<file path="src/rtl/fsc_pkg.sv">
// Constants, register indices and types for the fan speed monitor/control
package fsc_pkg;

  // Register indices; byte address on APB is four times the index
  localparam logic [6:0] FSC_IDX_FREQ_A = 7'h00;
  localparam logic [6:0] FSC_IDX_VAL_A = 7'h01;
  localparam logic [6:0] FSC_IDX_FREQ_B = 7'h02;
  localparam logic [6:0] FSC_IDX_VAL_B = 7'h03;
  localparam logic [6:0] FSC_IDX_TYPE = 7'h04;
  localparam logic [6:0] FSC_IDX_TGT_A = 7'h05;
  localparam logic [6:0] FSC_IDX_TGT_B = 7'h06;
  localparam logic [6:0] FSC_IDX_TOL = 7'h07;
  localparam logic [6:0] FSC_IDX_STOPV_A = 7'h08;
  localparam logic [6:0] FSC_IDX_STOPV_B = 7'h09;
  localparam logic [6:0] FSC_IDX_START_A = 7'h0A;
  localparam logic [6:0] FSC_IDX_START_B = 7'h0B;
  localparam logic [6:0] FSC_IDX_STOPT_A = 7'h0C;
  localparam logic [6:0] FSC_IDX_STOPT_B = 7'h0D;
  localparam logic [6:0] FSC_IDX_STEP_DN = 7'h0E;
  localparam logic [6:0] FSC_IDX_STEP_UP = 7'h0F;
  localparam logic [6:0] FSC_IDX_STOP_EN = 7'h12;
  localparam logic [6:0] FSC_IDX_SYS_TEMP = 7'h27;
  localparam logic [6:0] FSC_IDX_CNT_A = 7'h28;
  localparam logic [6:0] FSC_IDX_CNT_B = 7'h29;
  localparam logic [6:0] FSC_IDX_DIV_LO = 7'h47;
  localparam logic [6:0] FSC_IDX_SRC_CPU = 7'h49;
  localparam logic [6:0] FSC_IDX_SRC_SYS = 7'h4A;
  localparam logic [6:0] FSC_IDX_CPU_TEMP_HI = 7'h50;
  localparam logic [6:0] FSC_IDX_CPU_TEMP_LO = 7'h51;
  localparam logic [6:0] FSC_IDX_DIV_HI = 7'h5D;
  localparam logic [6:0] FSC_IDX_MODE = 7'h70;
  localparam logic [6:0] FSC_IDX_STATUS = 7'h71;

  // Reset values, full-scale limit and PWM counter top
  localparam logic [7:0] FSC_VAL_RST = 8'hFF;
  localparam logic [7:0] FSC_DIV_LO_RST = 8'h50;
  localparam logic [7:0] FSC_ZERO_RST = 8'h00;
  localparam logic [7:0] FSC_FULL = 8'hFF;
  localparam logic [7:0] FSC_PWM_TOP = 8'hFE;

  // Field positions
  localparam int FSC_DIV_LO_POS_A = 4;
  localparam int FSC_DIV_LO_POS_B = 6;
  localparam int FSC_DIV_HI_POS_A = 5;
  localparam int FSC_DIV_HI_POS_B = 6;
  localparam int FSC_STOP_EN_POS_A = 5;
  localparam int FSC_STOP_EN_POS_B = 4;
  localparam int FSC_SRC_SYS_POS = 5;
  localparam int FSC_SRC_CPU_POS = 0;

  // Loop modes, two bits per fan in the mode register
  localparam logic [1:0] FSC_MODE_MANUAL = 2'h0;
  localparam logic [1:0] FSC_MODE_THERMAL = 2'h1;
  localparam logic [1:0] FSC_MODE_SPEED = 2'h2;

  // Timing
  localparam int FSC_CLK_NS = 8;
  localparam int FSC_TACH_TICK_NS = 44444;
  localparam int FSC_TACH_TICK_CYC = FSC_TACH_TICK_NS / FSC_CLK_NS;
  localparam int FSC_STEP_UNIT_MS = 100;
  localparam int FSC_STEP_UNIT_CYC = FSC_STEP_UNIT_MS * 1000000 / FSC_CLK_NS;

  typedef enum {FSC_OFF, FSC_RUN, FSC_HOLD} fsc_loop_t;

endpackage : fsc_pkg

</file>
<file path="src/rtl/fsc_fan_ctrl.sv">
// Two-fan tach measurement, PWM/DC drive and closed-loop regulation
//
// The APB interface to the registers was chosen for this implementation.
`timescale 1ns/1ps
`default_nettype none

// Contract
// [RULE1] Speed counts readable at indices 28h, 29h
// [RULE2] Count measures time between tach pulses
// [RULE3] Three-bit divisor per fan, reset divisor two
// [RULE4] Divisor is two to the encoded power
// [RULE5] Per-fan PWM or DC output select
// [RULE6] PWM duty equals value over 255
// [RULE7] Output value resets to full scale
// [RULE8] PWM carrier rate from per-fan register
// [RULE9] DC mode drives upper six value bits
// [RULE10] DC reset code all ones
// [RULE11] Closed loop starts from held value
// [RULE12] Temperature source per fan selectable
// [RULE13] Fan off below low end, start value
// [RULE14] Above high end raise; warn at full
// [RULE15] Inside window hold output
// [RULE16] Below low end lower to zero/stop
// [RULE17] Hold stop value for stop time
// [RULE18] Speed loop pairs tach with output
// [RULE19] Speed loop raises, lowers or holds
// [RULE20] One step per interval, saturating
module fsc_fan_ctrl
  import fsc_pkg::*;
#(
  parameter int TACH_TICK_CYCLES = FSC_TACH_TICK_CYC,
  parameter int UNIT_CYCLES = FSC_STEP_UNIT_CYC
)
(
  input wire logic ref_clk,
  input wire logic rst,
  input wire logic psel,
  input wire logic penable,
  input wire logic pwrite,
  input wire logic [11:0] paddr,
  input wire logic [31:0] pwdata,
  output logic [31:0] prdata,
  output logic pready,
  output logic pslverr,
  input wire logic system_fan_tach_input,
  input wire logic processor_fan_tach_input,
  input wire logic [7:0] system_temperature_input,
  input wire logic [7:0] processor_temperature_input,
  input wire logic [47:0] aux_temperature_inputs,
  output logic system_fan_output,
  output logic [5:0] system_fan_dac,
  output logic processor_fan_output,
  output logic [5:0] processor_fan_dac,
  output logic system_fan_warning,
  output logic processor_fan_warning
);

  logic [7:0] freq_reg [2];
  logic [7:0] val_reg [2];
  logic [7:0] tgt_reg [2];
  logic [7:0] start_reg [2];
  logic [7:0] stopv_reg [2];
  logic [7:0] stopt_reg [2];
  logic [7:0] cnt_reg [2];
  logic [7:0] type_reg, tol_reg, step_dn_reg, step_up_reg, stop_en_reg;
  logic [7:0] div_lo_reg, div_hi_reg, src_cpu_reg, src_sys_reg, mode_reg;
  logic [31:0] prdata_reg;
  logic err_reg;
  logic [7:0] rd_next;
  logic hit;
  logic [1:0] warn_reg;
  logic [1:0] off_flag;
  logic [1:0] pwm_q;
  logic [5:0] dac_q [2];
  logic [7:0] temps [8];
  logic [1:0] tach_pin;

  // APB decode; answer in the first access cycle
  logic setup, wr_en, addr_ok;
  logic [6:0] idx;
  assign setup = psel & ~penable;
  assign idx = paddr[8:2];
  assign addr_ok = (paddr[1:0] == 2'h0) && (paddr[11:9] == 3'h0);
  assign wr_en = psel & penable & pwrite & ~err_reg;
  assign pready = 1'b1;
  assign pslverr = psel & penable & err_reg;
  assign prdata = prdata_reg;

  always_comb
  begin
    hit = 1'b1;
    rd_next = 8'h00;
    case (idx)
      FSC_IDX_FREQ_A: rd_next = freq_reg[0];
      FSC_IDX_VAL_A: rd_next = val_reg[0];
      FSC_IDX_FREQ_B: rd_next = freq_reg[1];
      FSC_IDX_VAL_B: rd_next = val_reg[1];
      FSC_IDX_TYPE: rd_next = type_reg;
      FSC_IDX_TGT_A: rd_next = tgt_reg[0];
      FSC_IDX_TGT_B: rd_next = tgt_reg[1];
      FSC_IDX_TOL: rd_next = tol_reg;
      FSC_IDX_STOPV_A: rd_next = stopv_reg[0];
      FSC_IDX_STOPV_B: rd_next = stopv_reg[1];
      FSC_IDX_START_A: rd_next = start_reg[0];
      FSC_IDX_START_B: rd_next = start_reg[1];
      FSC_IDX_STOPT_A: rd_next = stopt_reg[0];
      FSC_IDX_STOPT_B: rd_next = stopt_reg[1];
      FSC_IDX_STEP_DN: rd_next = step_dn_reg;
      FSC_IDX_STEP_UP: rd_next = step_up_reg;
      FSC_IDX_STOP_EN: rd_next = stop_en_reg;
      FSC_IDX_SYS_TEMP: rd_next = system_temperature_input;
      FSC_IDX_CNT_A: rd_next = cnt_reg[0]; // see [RULE1]
      FSC_IDX_CNT_B: rd_next = cnt_reg[1]; // see [RULE1]
      FSC_IDX_DIV_LO: rd_next = div_lo_reg;
      FSC_IDX_SRC_CPU: rd_next = src_cpu_reg;
      FSC_IDX_SRC_SYS: rd_next = src_sys_reg;
      FSC_IDX_CPU_TEMP_HI: rd_next = temps[src_cpu_reg[2:0]];
      FSC_IDX_CPU_TEMP_LO: rd_next = 8'h00;
      FSC_IDX_DIV_HI: rd_next = div_hi_reg;
      FSC_IDX_MODE: rd_next = mode_reg;
      FSC_IDX_STATUS: rd_next = {4'h0, off_flag, warn_reg};
      default: hit = 1'b0;
    endcase
  end

  // Read data and error captured in the setup cycle
  always_ff @(posedge ref_clk or posedge rst)
  begin
    if (rst)
    begin
      prdata_reg <= 32'h0000_0000;
      err_reg <= 1'b0;
    end
    else if (setup)
    begin
      prdata_reg <= {24'h00_0000, rd_next};
      err_reg <= ~(hit & addr_ok);
    end
  end

  // Configuration registers
  always_ff @(posedge ref_clk or posedge rst)
  begin
    if (rst)
    begin
      for (int i = 0; i < 2; i++)
      begin
        freq_reg[i] <= FSC_ZERO_RST;
        tgt_reg[i] <= FSC_ZERO_RST;
        start_reg[i] <= FSC_ZERO_RST;
        stopv_reg[i] <= FSC_ZERO_RST;
        stopt_reg[i] <= FSC_ZERO_RST;
      end
      type_reg <= FSC_ZERO_RST;
      tol_reg <= FSC_ZERO_RST;
      step_dn_reg <= FSC_ZERO_RST;
      step_up_reg <= FSC_ZERO_RST;
      stop_en_reg <= FSC_ZERO_RST;
      div_lo_reg <= FSC_DIV_LO_RST; // see [RULE3]
      div_hi_reg <= FSC_ZERO_RST;
      src_cpu_reg <= FSC_ZERO_RST;
      src_sys_reg <= FSC_ZERO_RST;
      mode_reg <= FSC_ZERO_RST;
    end
    else if (wr_en)
    begin
      case (idx)
        FSC_IDX_FREQ_A: freq_reg[0] <= pwdata[7:0];
        FSC_IDX_FREQ_B: freq_reg[1] <= pwdata[7:0];
        FSC_IDX_TYPE: type_reg <= pwdata[7:0];
        FSC_IDX_TGT_A: tgt_reg[0] <= pwdata[7:0];
        FSC_IDX_TGT_B: tgt_reg[1] <= pwdata[7:0];
        FSC_IDX_TOL: tol_reg <= pwdata[7:0];
        FSC_IDX_STOPV_A: stopv_reg[0] <= pwdata[7:0];
        FSC_IDX_STOPV_B: stopv_reg[1] <= pwdata[7:0];
        FSC_IDX_START_A: start_reg[0] <= pwdata[7:0];
        FSC_IDX_START_B: start_reg[1] <= pwdata[7:0];
        FSC_IDX_STOPT_A: stopt_reg[0] <= pwdata[7:0];
        FSC_IDX_STOPT_B: stopt_reg[1] <= pwdata[7:0];
        FSC_IDX_STEP_DN: step_dn_reg <= pwdata[7:0];
        FSC_IDX_STEP_UP: step_up_reg <= pwdata[7:0];
        FSC_IDX_STOP_EN: stop_en_reg <= pwdata[7:0];
        FSC_IDX_DIV_LO: div_lo_reg <= pwdata[7:0];
        FSC_IDX_SRC_CPU: src_cpu_reg <= pwdata[7:0];
        FSC_IDX_SRC_SYS: src_sys_reg <= pwdata[7:0];
        FSC_IDX_DIV_HI: div_hi_reg <= pwdata[7:0];
        FSC_IDX_MODE: mode_reg <= pwdata[7:0];
        default: ;
      endcase
    end
  end

  // Shared time bases: tach count tick and step/stop unit tick
  logic [31:0] tach_div, unit_div;
  logic tach_tick, unit_tick;
  assign tach_tick = (tach_div == 32'(TACH_TICK_CYCLES - 1));
  assign unit_tick = (unit_div == 32'(UNIT_CYCLES - 1));

  always_ff @(posedge ref_clk or posedge rst)
  begin
    if (rst)
      tach_div <= 32'h0000_0000;
    else if (tach_tick)
      tach_div <= 32'h0000_0000;
    else
      tach_div <= tach_div + 32'h0000_0001;
  end

  always_ff @(posedge ref_clk or posedge rst)
  begin
    if (rst)
      unit_div <= 32'h0000_0000;
    else if (unit_tick)
      unit_div <= 32'h0000_0000;
    else
      unit_div <= unit_div + 32'h0000_0001;
  end

  // Temperature sources selectable per fan
  assign temps[0] = system_temperature_input;
  assign temps[1] = processor_temperature_input;
  assign tach_pin = {processor_fan_tach_input, system_fan_tach_input};

  genvar g;
  generate
    for (g = 0; g < 6; g++)
    begin : g_aux
      assign temps[g + 2] = aux_temperature_inputs[g * 8 +: 8];
    end

    for (g = 0; g < 2; g++)
    begin : g_fan
      logic s1, s2, s3, rise;
      logic [2:0] div_sel;
      logic [7:0] div_lim, div_cnt, time_cnt;
      logic [7:0] pre_cnt, pwm_cnt;
      logic [1:0] mode;
      logic [3:0] tol;
      logic [2:0] src;
      logic [7:0] meas;
      logic above, below, stop_en, wr_val, up_due, dn_due;
      logic [7:0] step_cnt, hold_cnt;
      fsc_loop_t state;

      // Tach synchroniser and edge detect
      always_ff @(posedge ref_clk or posedge rst)
      begin
        if (rst)
        begin
          s1 <= 1'b0;
          s2 <= 1'b0;
          s3 <= 1'b0;
        end
        else
        begin
          s1 <= tach_pin[g];
          s2 <= s1;
          s3 <= s2;
        end
      end
      assign rise = s2 & ~s3;

      // Divisor code {bit2, bits1..0} is the power of two directly
      assign div_sel = (g == 0)
        ? {div_hi_reg[FSC_DIV_HI_POS_A], div_lo_reg[FSC_DIV_LO_POS_A +: 2]}
        : {div_hi_reg[FSC_DIV_HI_POS_B], div_lo_reg[FSC_DIV_LO_POS_B +: 2]};
      assign div_lim = ~(FSC_FULL << div_sel); // see [RULE4]

      // Time between tach edges, saturating
      always_ff @(posedge ref_clk or posedge rst)
      begin
        if (rst)
        begin
          div_cnt <= FSC_ZERO_RST;
          time_cnt <= FSC_ZERO_RST;
          cnt_reg[g] <= FSC_ZERO_RST;
        end
        else if (rise)
        begin
          cnt_reg[g] <= time_cnt; // see [RULE2]
          time_cnt <= FSC_ZERO_RST;
          div_cnt <= FSC_ZERO_RST;
        end
        else if (tach_tick)
        begin
          if (div_cnt == div_lim) // see [RULE3]
          begin
            div_cnt <= FSC_ZERO_RST;
            if (time_cnt != FSC_FULL)
              time_cnt <= time_cnt + 8'h01; // see [RULE2]
          end
          else
            div_cnt <= div_cnt + 8'h01;
        end
      end

      // PWM carrier: prescale by register, 255 slots per period
      always_ff @(posedge ref_clk or posedge rst)
      begin
        if (rst)
        begin
          pre_cnt <= FSC_ZERO_RST;
          pwm_cnt <= FSC_ZERO_RST;
        end
        else if (pre_cnt >= freq_reg[g]) // see [RULE8]
        begin
          pre_cnt <= FSC_ZERO_RST;
          pwm_cnt <= (pwm_cnt >= FSC_PWM_TOP) ? FSC_ZERO_RST
                                              : pwm_cnt + 8'h01;
        end
        else
          pre_cnt <= pre_cnt + 8'h01;
      end

      // Output stage: PWM pin or DAC code
      always_ff @(posedge ref_clk or posedge rst)
      begin
        if (rst)
        begin
          pwm_q[g] <= 1'b1;
          dac_q[g] <= 6'h00;
        end
        else
        begin
          pwm_q[g] <= ~type_reg[g] & (pwm_cnt < val_reg[g]); // see [RULE6]
          dac_q[g] <= type_reg[g] ? val_reg[g][7:2] : 6'h00; // see [RULE9]
        end
      end

      // Loop inputs
      assign mode = mode_reg[2 * g +: 2];
      assign tol = (g == 0) ? tol_reg[3:0] : tol_reg[7:4];
      assign src = (g == 0) ? src_sys_reg[FSC_SRC_SYS_POS +: 3]
                            : src_cpu_reg[FSC_SRC_CPU_POS +: 3];
      assign meas = (mode == FSC_MODE_THERMAL) ? temps[src] // see [RULE12]
                                               : cnt_reg[g]; // see [RULE18]
      assign above = {1'b0, meas} > ({1'b0, tgt_reg[g]} + {5'h00, tol});
      assign below = ({1'b0, meas} + {5'h00, tol}) < {1'b0, tgt_reg[g]};
      assign stop_en = stop_en_reg[(g == 0) ? FSC_STOP_EN_POS_A
                                            : FSC_STOP_EN_POS_B];
      assign wr_val = wr_en && (idx == ((g == 0) ? FSC_IDX_VAL_A
                                                 : FSC_IDX_VAL_B));
      assign up_due = step_cnt >= step_up_reg;
      assign dn_due = step_cnt >= step_dn_reg;
      assign off_flag[g] = (state == FSC_OFF);

      // Regulation loop and output value register
      always_ff @(posedge ref_clk or posedge rst)
      begin
        if (rst)
        begin
          val_reg[g] <= FSC_VAL_RST; // see [RULE7] see [RULE10]
          state <= FSC_RUN;
          step_cnt <= FSC_ZERO_RST;
          hold_cnt <= FSC_ZERO_RST;
          warn_reg[g] <= 1'b0;
        end
        else
        begin
          warn_reg[g] <= (mode == FSC_MODE_THERMAL) && (state == FSC_RUN)
                         && above && (val_reg[g] == FSC_FULL); // see [RULE14]
          if (unit_tick && (step_cnt != FSC_FULL))
            step_cnt <= step_cnt + 8'h01;
          if (wr_val)
            val_reg[g] <= pwdata[7:0];
          else if (mode == FSC_MODE_THERMAL)
          begin
            case (state)
              FSC_OFF:
              begin
                val_reg[g] <= FSC_ZERO_RST; // see [RULE13]
                if (!below)
                begin
                  val_reg[g] <= start_reg[g]; // see [RULE13]
                  state <= FSC_RUN;
                end
              end
              FSC_RUN:
              begin
                // Entered with the held value; see [RULE11]
                if (above && up_due)
                begin
                  step_cnt <= FSC_ZERO_RST; // see [RULE20]
                  if (val_reg[g] != FSC_FULL)
                    val_reg[g] <= val_reg[g] + 8'h01; // see [RULE14]
                end
                else if (below && dn_due)
                begin
                  step_cnt <= FSC_ZERO_RST; // see [RULE20]
                  if (stop_en && (val_reg[g] <= stopv_reg[g]))
                  begin
                    val_reg[g] <= stopv_reg[g]; // see [RULE16]
                    hold_cnt <= FSC_ZERO_RST;
                    state <= FSC_HOLD;
                  end
                  else if (val_reg[g] == FSC_ZERO_RST)
                    state <= FSC_OFF; // see [RULE16]
                  else
                    val_reg[g] <= val_reg[g] - 8'h01; // see [RULE16]
                end
                // Inside the window nothing changes; see [RULE15]
              end
              FSC_HOLD:
              begin
                if (!below)
                  state <= FSC_RUN;
                else if (unit_tick)
                begin
                  if (hold_cnt >= stopt_reg[g]) // see [RULE17]
                  begin
                    val_reg[g] <= FSC_ZERO_RST;
                    state <= FSC_OFF;
                  end
                  else
                    hold_cnt <= hold_cnt + 8'h01;
                end
              end
              default: state <= FSC_RUN;
            endcase
          end
          else if (mode == FSC_MODE_SPEED)
          begin
            state <= FSC_RUN;
            if (above && up_due)
            begin
              step_cnt <= FSC_ZERO_RST;
              if (val_reg[g] != FSC_FULL)
                val_reg[g] <= val_reg[g] + 8'h01; // see [RULE19] [RULE20]
            end
            else if (below && dn_due)
            begin
              step_cnt <= FSC_ZERO_RST;
              if (val_reg[g] != FSC_ZERO_RST)
                val_reg[g] <= val_reg[g] - 8'h01; // see [RULE19] [RULE20]
            end
          end
          else
          begin
            state <= FSC_RUN; // see [RULE11]
            hold_cnt <= FSC_ZERO_RST;
          end
        end
      end
    end
  endgenerate

  // Pin mapping, fan 0 is the system fan; see [RULE5]
  assign system_fan_output = pwm_q[0];
  assign processor_fan_output = pwm_q[1];
  assign system_fan_dac = dac_q[0];
  assign processor_fan_dac = dac_q[1];
  assign system_fan_warning = warn_reg[0];
  assign processor_fan_warning = warn_reg[1];

endmodule : fsc_fan_ctrl

`default_nettype wire

</file>
<file path="config.mk">
export PLATFORM = sky130hd
export DESIGN_NAME = fsc_fan_ctrl
export DESIGN_NICKNAME = d
export VERILOG_FILES = /design/src/rtl/fsc_pkg.sv /design/src/rtl/fsc_fan_ctrl.sv
export SDC_FILE = /design/constraint.sdc
export NUM_CORES = 1
export LEC_CHECK = 0
export BUFFER_PORTS_ARGS = -buffer_cell sky130_fd_sc_hd__buf_2
export CORE_MARGIN = 2
export CORE_UTILIZATION = 30
export CTS_CLUSTER_SIZE = 40
export DETAILED_ROUTE_END_ITERATION = 16
export PLACE_DENSITY = 0.51
export SLEW_MARGIN = 20
export SYNTH_ARGS = -nofsm -noshare
export SYNTH_HDL_FRONTEND = slang
export SYNTH_SLANG_ARGS = --single-unit
</file>
<file path="constraint.sdc">
create_clock -name ref_clk -period 13.65 [get_ports ref_clk]
set_input_delay 0.6825 -clock ref_clk [delete_from_list [all_inputs] [get_ports ref_clk]]
set_output_delay 0.6825 -clock ref_clk [all_outputs]
set_load 0.03 [all_outputs]
</file>
* After elaboration in Yosys (flattened, before gate mapping)
Cells that the tools add are included.
Word-level totals: register bits 447, latch bits 0, RAM bits 0, bits in read-only memories 0, input port bits 115, logic and storage cells 391, memories 0
Cells by class: $add $sub $neg 22, multipliers 0, div/mod/pow operators 0, magnitude comparators 20, eq/ne operators 85, shift-type cells 2, mux-type cells 116, bitwise operators 23, reduce and logical (&&, ||, !) cells 69
Operators with widths (count):
- 8-bit two-way mux | 84
- 32-bit two-way mux | 20
- 8-bit case mux with 27 select lines | 1
- 32-bit case mux with 3 select lines | 2
- 32-bit by 2-bit equality test with 1-bit output, second input constant | 4
- 32-bit logical NOT | 4
- 8-bit by 1-bit adder with 8-bit output, second input constant | 14
- 32-bit by 1-bit adder with 32-bit output, second input constant | 2
- 32-bit by 1-bit equality test with 1-bit output, second input constant | 2
- 8-bit greater-or-equal comparator | 8
- 7-bit by 4-bit equality test with 1-bit output, second input constant | 8
- 7-bit equality test, second input constant | 8
- 4-bit != test, second input constant | 14
- 8-bit binary-select mux with 3-bit select | 2
- 8-bit != test, second input constant | 6
- 8-bit case mux with 3 select lines | 2
- 3-bit != test, second input constant | 14
- 2-bit AND reduction | 20
- 8-bit by 4-bit adder with 9-bit output | 4
- 9-bit AND reduction | 4
- 32-bit by 13-bit equality test with 1-bit output, second input constant | 1
- 32-bit by 24-bit equality test with 1-bit output, second input constant | 1
- 8-bit case mux with 2 select lines | 2
- 7-bit by 3-bit equality test with 1-bit output, second input constant | 4
- other kinds (38) | 106

* Longest topological paths before layout
word-level depth 13, depth in mapped cells 25, depth with buffers taken out 21

* Worst setup path before layout
No wires, ideal clock.
path kind register to register, start point register src_cpu_reg[0], end point register val_reg[2] in the netlist's numbering, setup time 0.085 ns, arrival time 5.295 ns, required time 13.565 ns, slack 8.270 ns, cell stages (with the launch flop) 24, path buffers 3, period minus slack after synthesis 5.380 ns, path through dfrtp_1 > buf_6 > buf_6 > buf_1 > mux4_2 > mux2i_1 > o21a_1 > inv_1 > ha_1 > a21o_1 > a21oi_1 > nor2b_1 > o21ai_0 > nor2_1 > xor2_1 > ha_1 > a2111oi_0 > nand2b_1 > o21ai_0 > o2111ai_1 > and4_1 > a21oi_1 > nand2_2 > mux2_1
On the way: word-level cells in the longest chain between the ends 11, elaborated cells between the ends (all ways) 23, those cells by class add/sub: 1; order compare: 2; eq/ne: 3; mux: 11; bitwise: 1; reduce/logical: 5
Ends and longest elaborated chain:
- start: declaration | RTL line fsc_fan_ctrl.sv:66 | logic [7:0] div_lo_reg, div_hi_reg, src_cpu_reg, src_sys_reg, mode_reg;
- start signal: assignment | RTL line fsc_fan_ctrl.sv:184 | FSC_IDX_SRC_CPU: src_cpu_reg <= pwdata[7:0];
- 3-bit inverter with 4-bit output (implied by the code) (*) | RTL line fsc_fan_ctrl.sv:335 | assign meas = (mode == FSC_MODE_THERMAL) ? temps[src]
- 8-bit binary-select mux with 3-bit select (*) | RTL line fsc_fan_ctrl.sv:335
- 8-bit two-way mux (implied by the code) (*) (2 in a row) | RTL line fsc_fan_ctrl.sv:335
- 8-bit two-way mux (*) | RTL line fsc_fan_ctrl.sv:335
- 8-bit by 4-bit adder with 9-bit output / 8-bit by 9-bit > comparator with 1-bit output (equally long branches) | RTL line fsc_fan_ctrl.sv:338, fsc_fan_ctrl.sv:337
- 9-bit by 8-bit < comparator with 1-bit output / 1-bit logical AND (equally long branches) | RTL line fsc_fan_ctrl.sv:338, fsc_fan_ctrl.sv:381, fsc_fan_ctrl.sv:424
- 8-bit two-way mux, on equally long branches | RTL line fsc_fan_ctrl.sv:372, fsc_fan_ctrl.sv:381, fsc_fan_ctrl.sv:424
- 8-bit case mux with 3 select lines / 8-bit two-way mux (equally long branches) | RTL line fsc_fan_ctrl.sv:368, fsc_fan_ctrl.sv:421
- 8-bit two-way mux | RTL line fsc_fan_ctrl.sv:366 | else if (mode == FSC_MODE_THERMAL)
- 8-bit two-way mux | RTL line fsc_fan_ctrl.sv:364 | if (wr_val)
- end signal: indexed assignment | RTL line fsc_fan_ctrl.sv:365 | val_reg[g] <= pwdata[7:0];
- end signal: indexed assignment | RTL line fsc_fan_ctrl.sv:374 | val_reg[g] <= start_reg[g];
- end signal: indexed assignment | RTL line fsc_fan_ctrl.sv:385 | val_reg[g] <= val_reg[g] + 8'h01;
- end: declaration | RTL line fsc_fan_ctrl.sv:59 | logic [7:0] val_reg [2];
Mark *: on every way between the ends. The rest lies on a longest branch, timed or not. The select of a mux whose other input is x is not followed. A chain may end at the register's enable or synchronous reset.

* Final worst setup path
start point register src_cpu_reg[1], end point register val_reg[6] in the netlist's numbering
The elaborated chain is that of the path after synthesis.

==> impl_metrics.json <==
{
  "path_delay_family": "compound AO/OA/AOI/OAI gates",
  "crit_type": "reg2reg",
  "clk_latency_ns": 0.62,
  "ios": 165,
  "largestRegisters": "tach_div (32), unit_div (32)",
  "grt_pass1_vias": 20100,
  "synth-main-ff-cell": "dfrtp_1",
  "cp-end-kind": "flop",
  "synth_compound_gate_area_share_pct": 15.2,
  "place_congestion": 0.931,
  "synth_top_area_cell": "dfrtp_1",
  "cap_violations": 0,
  "ys_ff_latch": 387,
  "yosys_warnings": 0,
  "synth_xor_area_share_pct": 4.86,
  "numCtsBuffers": 49,
  "worstPathArrival_ns": 7.06,
  "antenna_left": 0,
  "overflow": 0,
  "clock_sinks": 387,
  "postSynth.asyncResetShare_pct": 100,
  "status": "completed",
  "grt_use_total_pct": 18.8,
  "synthAdderAreaFrac_pct": 8.89,
  "cp.required_ns": 14.18,
  "final_util_pct": 34.5,
  "die_area_mm2": 0.0846,
  "avgRoutedWirePerCell_um": 21.7,
  "p_leak_nw": 12.6,
  "layout-drive-gt1-share_pct": 17.5,
  "fp.dieH_um": 291,
  "syn_to_final_growth_pct": 14.2,
  "whs_ns": 0.178,
  "cts-root-buf": "clkbuf_16",
  "synth.area.mux_share_pct": 11.4,
  "post_cts_buffers": 0,
  "ys_types": 88,
  "setup_viol": 0,
  "grt_max_degree": 107,
  "vias": 20500,
  "cts.path.max_buffers": 3,
  "drc": 0,
  "initial_core_util_pct": 30.2,
  "clock_skew_ns": 0.0205,
  "io_buffers": 115,
  "antenna_found_initial": 8,
  "vias_per_cell": 5.50,
  "rsz0062_at_grt": "false",
  "cpMostUsedCell": "o21ai_0",
  "path_cells": "mux4_2 > mux2i_1 > o21ai_0 > ha_1 > nor2b_1 > o21ai_0 > a211oi_1 > o21ai_0 > xnor2_1 > ha_1 > a2111oi_0 > nand2b_1 > o21ai_0 > o2111ai_1 > and4_1 > a21oi_1 > nand2_2 > mux2_1",
  "crit_path_start_kind": "flop",
  "syn_area_mm2": 0.0247,
  "multi_input_area_mm2": 0.0140,
  "grt_pass1_wl_mm": 124,
  "dr.pass1.iters": 8,
  "fillers": 8272,
  "syn_inst": 2518,
  "clkTransAtPathRegs_ns": 0.06,
  "fp.coreArea_mm2": 0.0818,
  "synth_top_area_share_pct": 37.0,
  "wl_mm": 80.9,
  "ir_worst_vdd_mv": 0.0881,
  "total_power_mw": 3.32,
  "cts-resized-gates": 0,
  "drv_slew": 0,
  "fmax_mhz": 153,
  "cp_slowest_cell": "dfrtp_1",
  "crit_fanout": 17,
  "synth-edff-count": 0,
  "finalSetupTns_ns": 0,
  "h-tree-depth": 2,
  "worstMarginPinSlew_ns": 1.09,
  "relSlewSlack_pct": 27.1,
  "nets": 2904,
  "die_w_um": 291,
  "seq_area_frac_synth_pct": 39.3,
  "cts_tree": "yes",
  "row_count": 105,
  "avgSynthCellArea_um2": 9.81,
  "cellPowerDensity_mw_per_mm2": 118,
  "seqCellArea_mm2": 0.00971,
  "hpwl_mm": 60.2,
  "yosys.area_share.simple_pct": 15.8,
  "cts_hold_buf": 0,
  "hold_path.class": "in2reg",
  "yosys-top-cells-area": "dfrtp_1 37%, ha_1 8.6%, mux2_2 6.9%",
  "critPathBufInv": 0,
  "drt_iter0_markers": 1624,
  "synth_top_family_by_area": "simple AND/OR/NAND/NOR gates",
  "cp_slowest_stage_delay_ns": 0.87,
  "final-hold-violation-count": 0,
  "period_needed_ns": 6.52,
  "fin_crit_sh_pct": 47.8
}
## routing by layer
metal | wire length [µm] | global-route usage, % | vias up
met5 | 20 | 0 | -
met4 | 3260 | 7.22 | 4
met3 | 5580 | 3.39 | 163
met2 | 37800 | 31.0 | 694
met1 | 34200 | 24.4 | 10300
li1 | - | - | 9367
## kinds of logic (layout without fill, tap and decap cells)
group / count (synthesis) / in the layout
multiplexers: 232 / 232
flip-flops: 387 / 387
XOR/XNOR: 137 / 137
AND/OR/NAND/NOR: 776 / 776
buffers and inverters: 261 / 374
other: 2 / 29
adder cells (fa/ha/maj): 173 / 173
AO/OA/AOI/OAI: 550 / 550
## metrics by stage
step                instances  setup WS, ns  cell area (µm²)
global placement         3635          7.17            26400
global route             3725          6.74            28200
detailed placement       3635          7.12            26400
floorplan                2541          2.25            24800
CTS                      3724          7.08            28200
finish                   3728          7.13            28200
## cell type report
class / count / area share [%]
Antenna cell: 4 / 0.0355
Clock buffer: 61 / 4.76
Clock inverter: 28 / 1.56
Inverter: 138 / 1.86
Multi-Input combinational cell: 1893 / 49.7
Sequential cell: 387 / 34.4
Tap cell: 1070 / 4.75
Timing Repair Buffer: 147 / 2.91
## cells in the final DEF (no fill, tap or decap), drive strengths merged, types with 14 or more instances in the layout
cell    Yosys  layout
or3        14      14
nand4      57      57
nand3      99      99
nor2b      33      33
a22oi      59      59
clkbuf     85      61
a211oi     22      22
xnor2      86      86
nor2      176     176
nand2     177     177
a221oi     31      31
ha        169     169
mux2      157     157
a31oi      18      18
and2       21      21
o31ai      15      15
nand2b     37      37
nor3       61      61
a21oi      79      79
xor2       51      51
o21ai     159     159
nor4       21      21
inv       138     139
dfstp      22      22
buf        38     147
conb        2      25
clkinv      0      14
mux2i      52      52
dfrtp     365     365
o21a       18      18
and3       34      34
mux4       23      23
a21o       30      30
a22o       20      20
## report_power, final
| part | switching, mW | total, mW | internal [mW] | leakage, nW |
|---|---|---|---|---|
| Clock | 0.555 | 1.43 | 0.873 | 0.863 |
| Sequential | 0.102 | 1.31 | 1.21 | 5.00 |
| Combinational | 0.343 | 0.576 | 0.233 | 6.72 |
| Total | 1.00 | 3.32 | 2.32 | 12.6 |
## Yosys cell counts, types with 14 or more instances
cell,n
dfrtp_1,365
nand2_1,176
nor2_1,176
ha_1,169
o21ai_0,153
mux2_2,151
inv_1,138
nand3_1,99
xnor2_1,86
clkbuf_1,85
a21oi_1,79
a22oi_1,59
nor3_1,59
nand4_1,56
mux2i_1,52
xor2_1,51
nand2b_1,37
and3_1,34
nor2b_1,33
a221oi_1,31
a21o_1,30
buf_4,25
mux4_2,23
dfstp_2,22
a211oi_1,21
a22o_1,20
and2_1,19
a31oi_1,18
nor4_1,18
o21a_1,17
o31ai_1,15
or3_1,14
## path summary, 6_finish.rpt
| path | from | to | slack [ns] | cells past startpoint |
|---|---|---|---|---|
| setup / recovery | src_cpu_reg[1]$_DFFE_PP0P_ | val_reg[6]$_DFFE_PP1P_ | 7.13 | 18 |
| hold / removal | system_fan_tach_input | g_fan[0].s1$_DFF_PP0_ | 0.18 | 1 |
| setup reg to reg | src_cpu_reg[1]$_DFFE_PP0P_ | val_reg[6]$_DFFE_PP1P_ | 7.13 | 18 |
| hold reg to reg | g_fan[0].s1$_DFF_PP0_ | g_fan[0].s2$_DFF_PP0_ | 0.35 | 0 |
| max in group asynchronous | rst | freq_reg[5]$_DFFE_PP0P_ | 11.93 | 3 |
| min in group asynchronous | rst | g_fan[0].s1$_DFF_PP0_ | 0.20 | 2 |
## worst register-to-register path: stages, from the launching register on
cell       delay, ns
dfrtp_1         0.87
mux4_2          0.43
mux2i_1         0.57
o21ai_0         0.25
ha_1            0.40
nor2b_1         0.13
o21ai_0         0.14
a211oi_1        0.31
o21ai_0         0.18
xnor2_1         0.20
ha_1            0.21
a2111oi_0       0.51
nand2b_1        0.10
o21ai_0         0.53
o2111ai_1       0.43
and4_1          0.30
a21oi_1         0.30
nand2_2         0.23
mux2_1          0.36
Power figures use the tool's default switching activity.
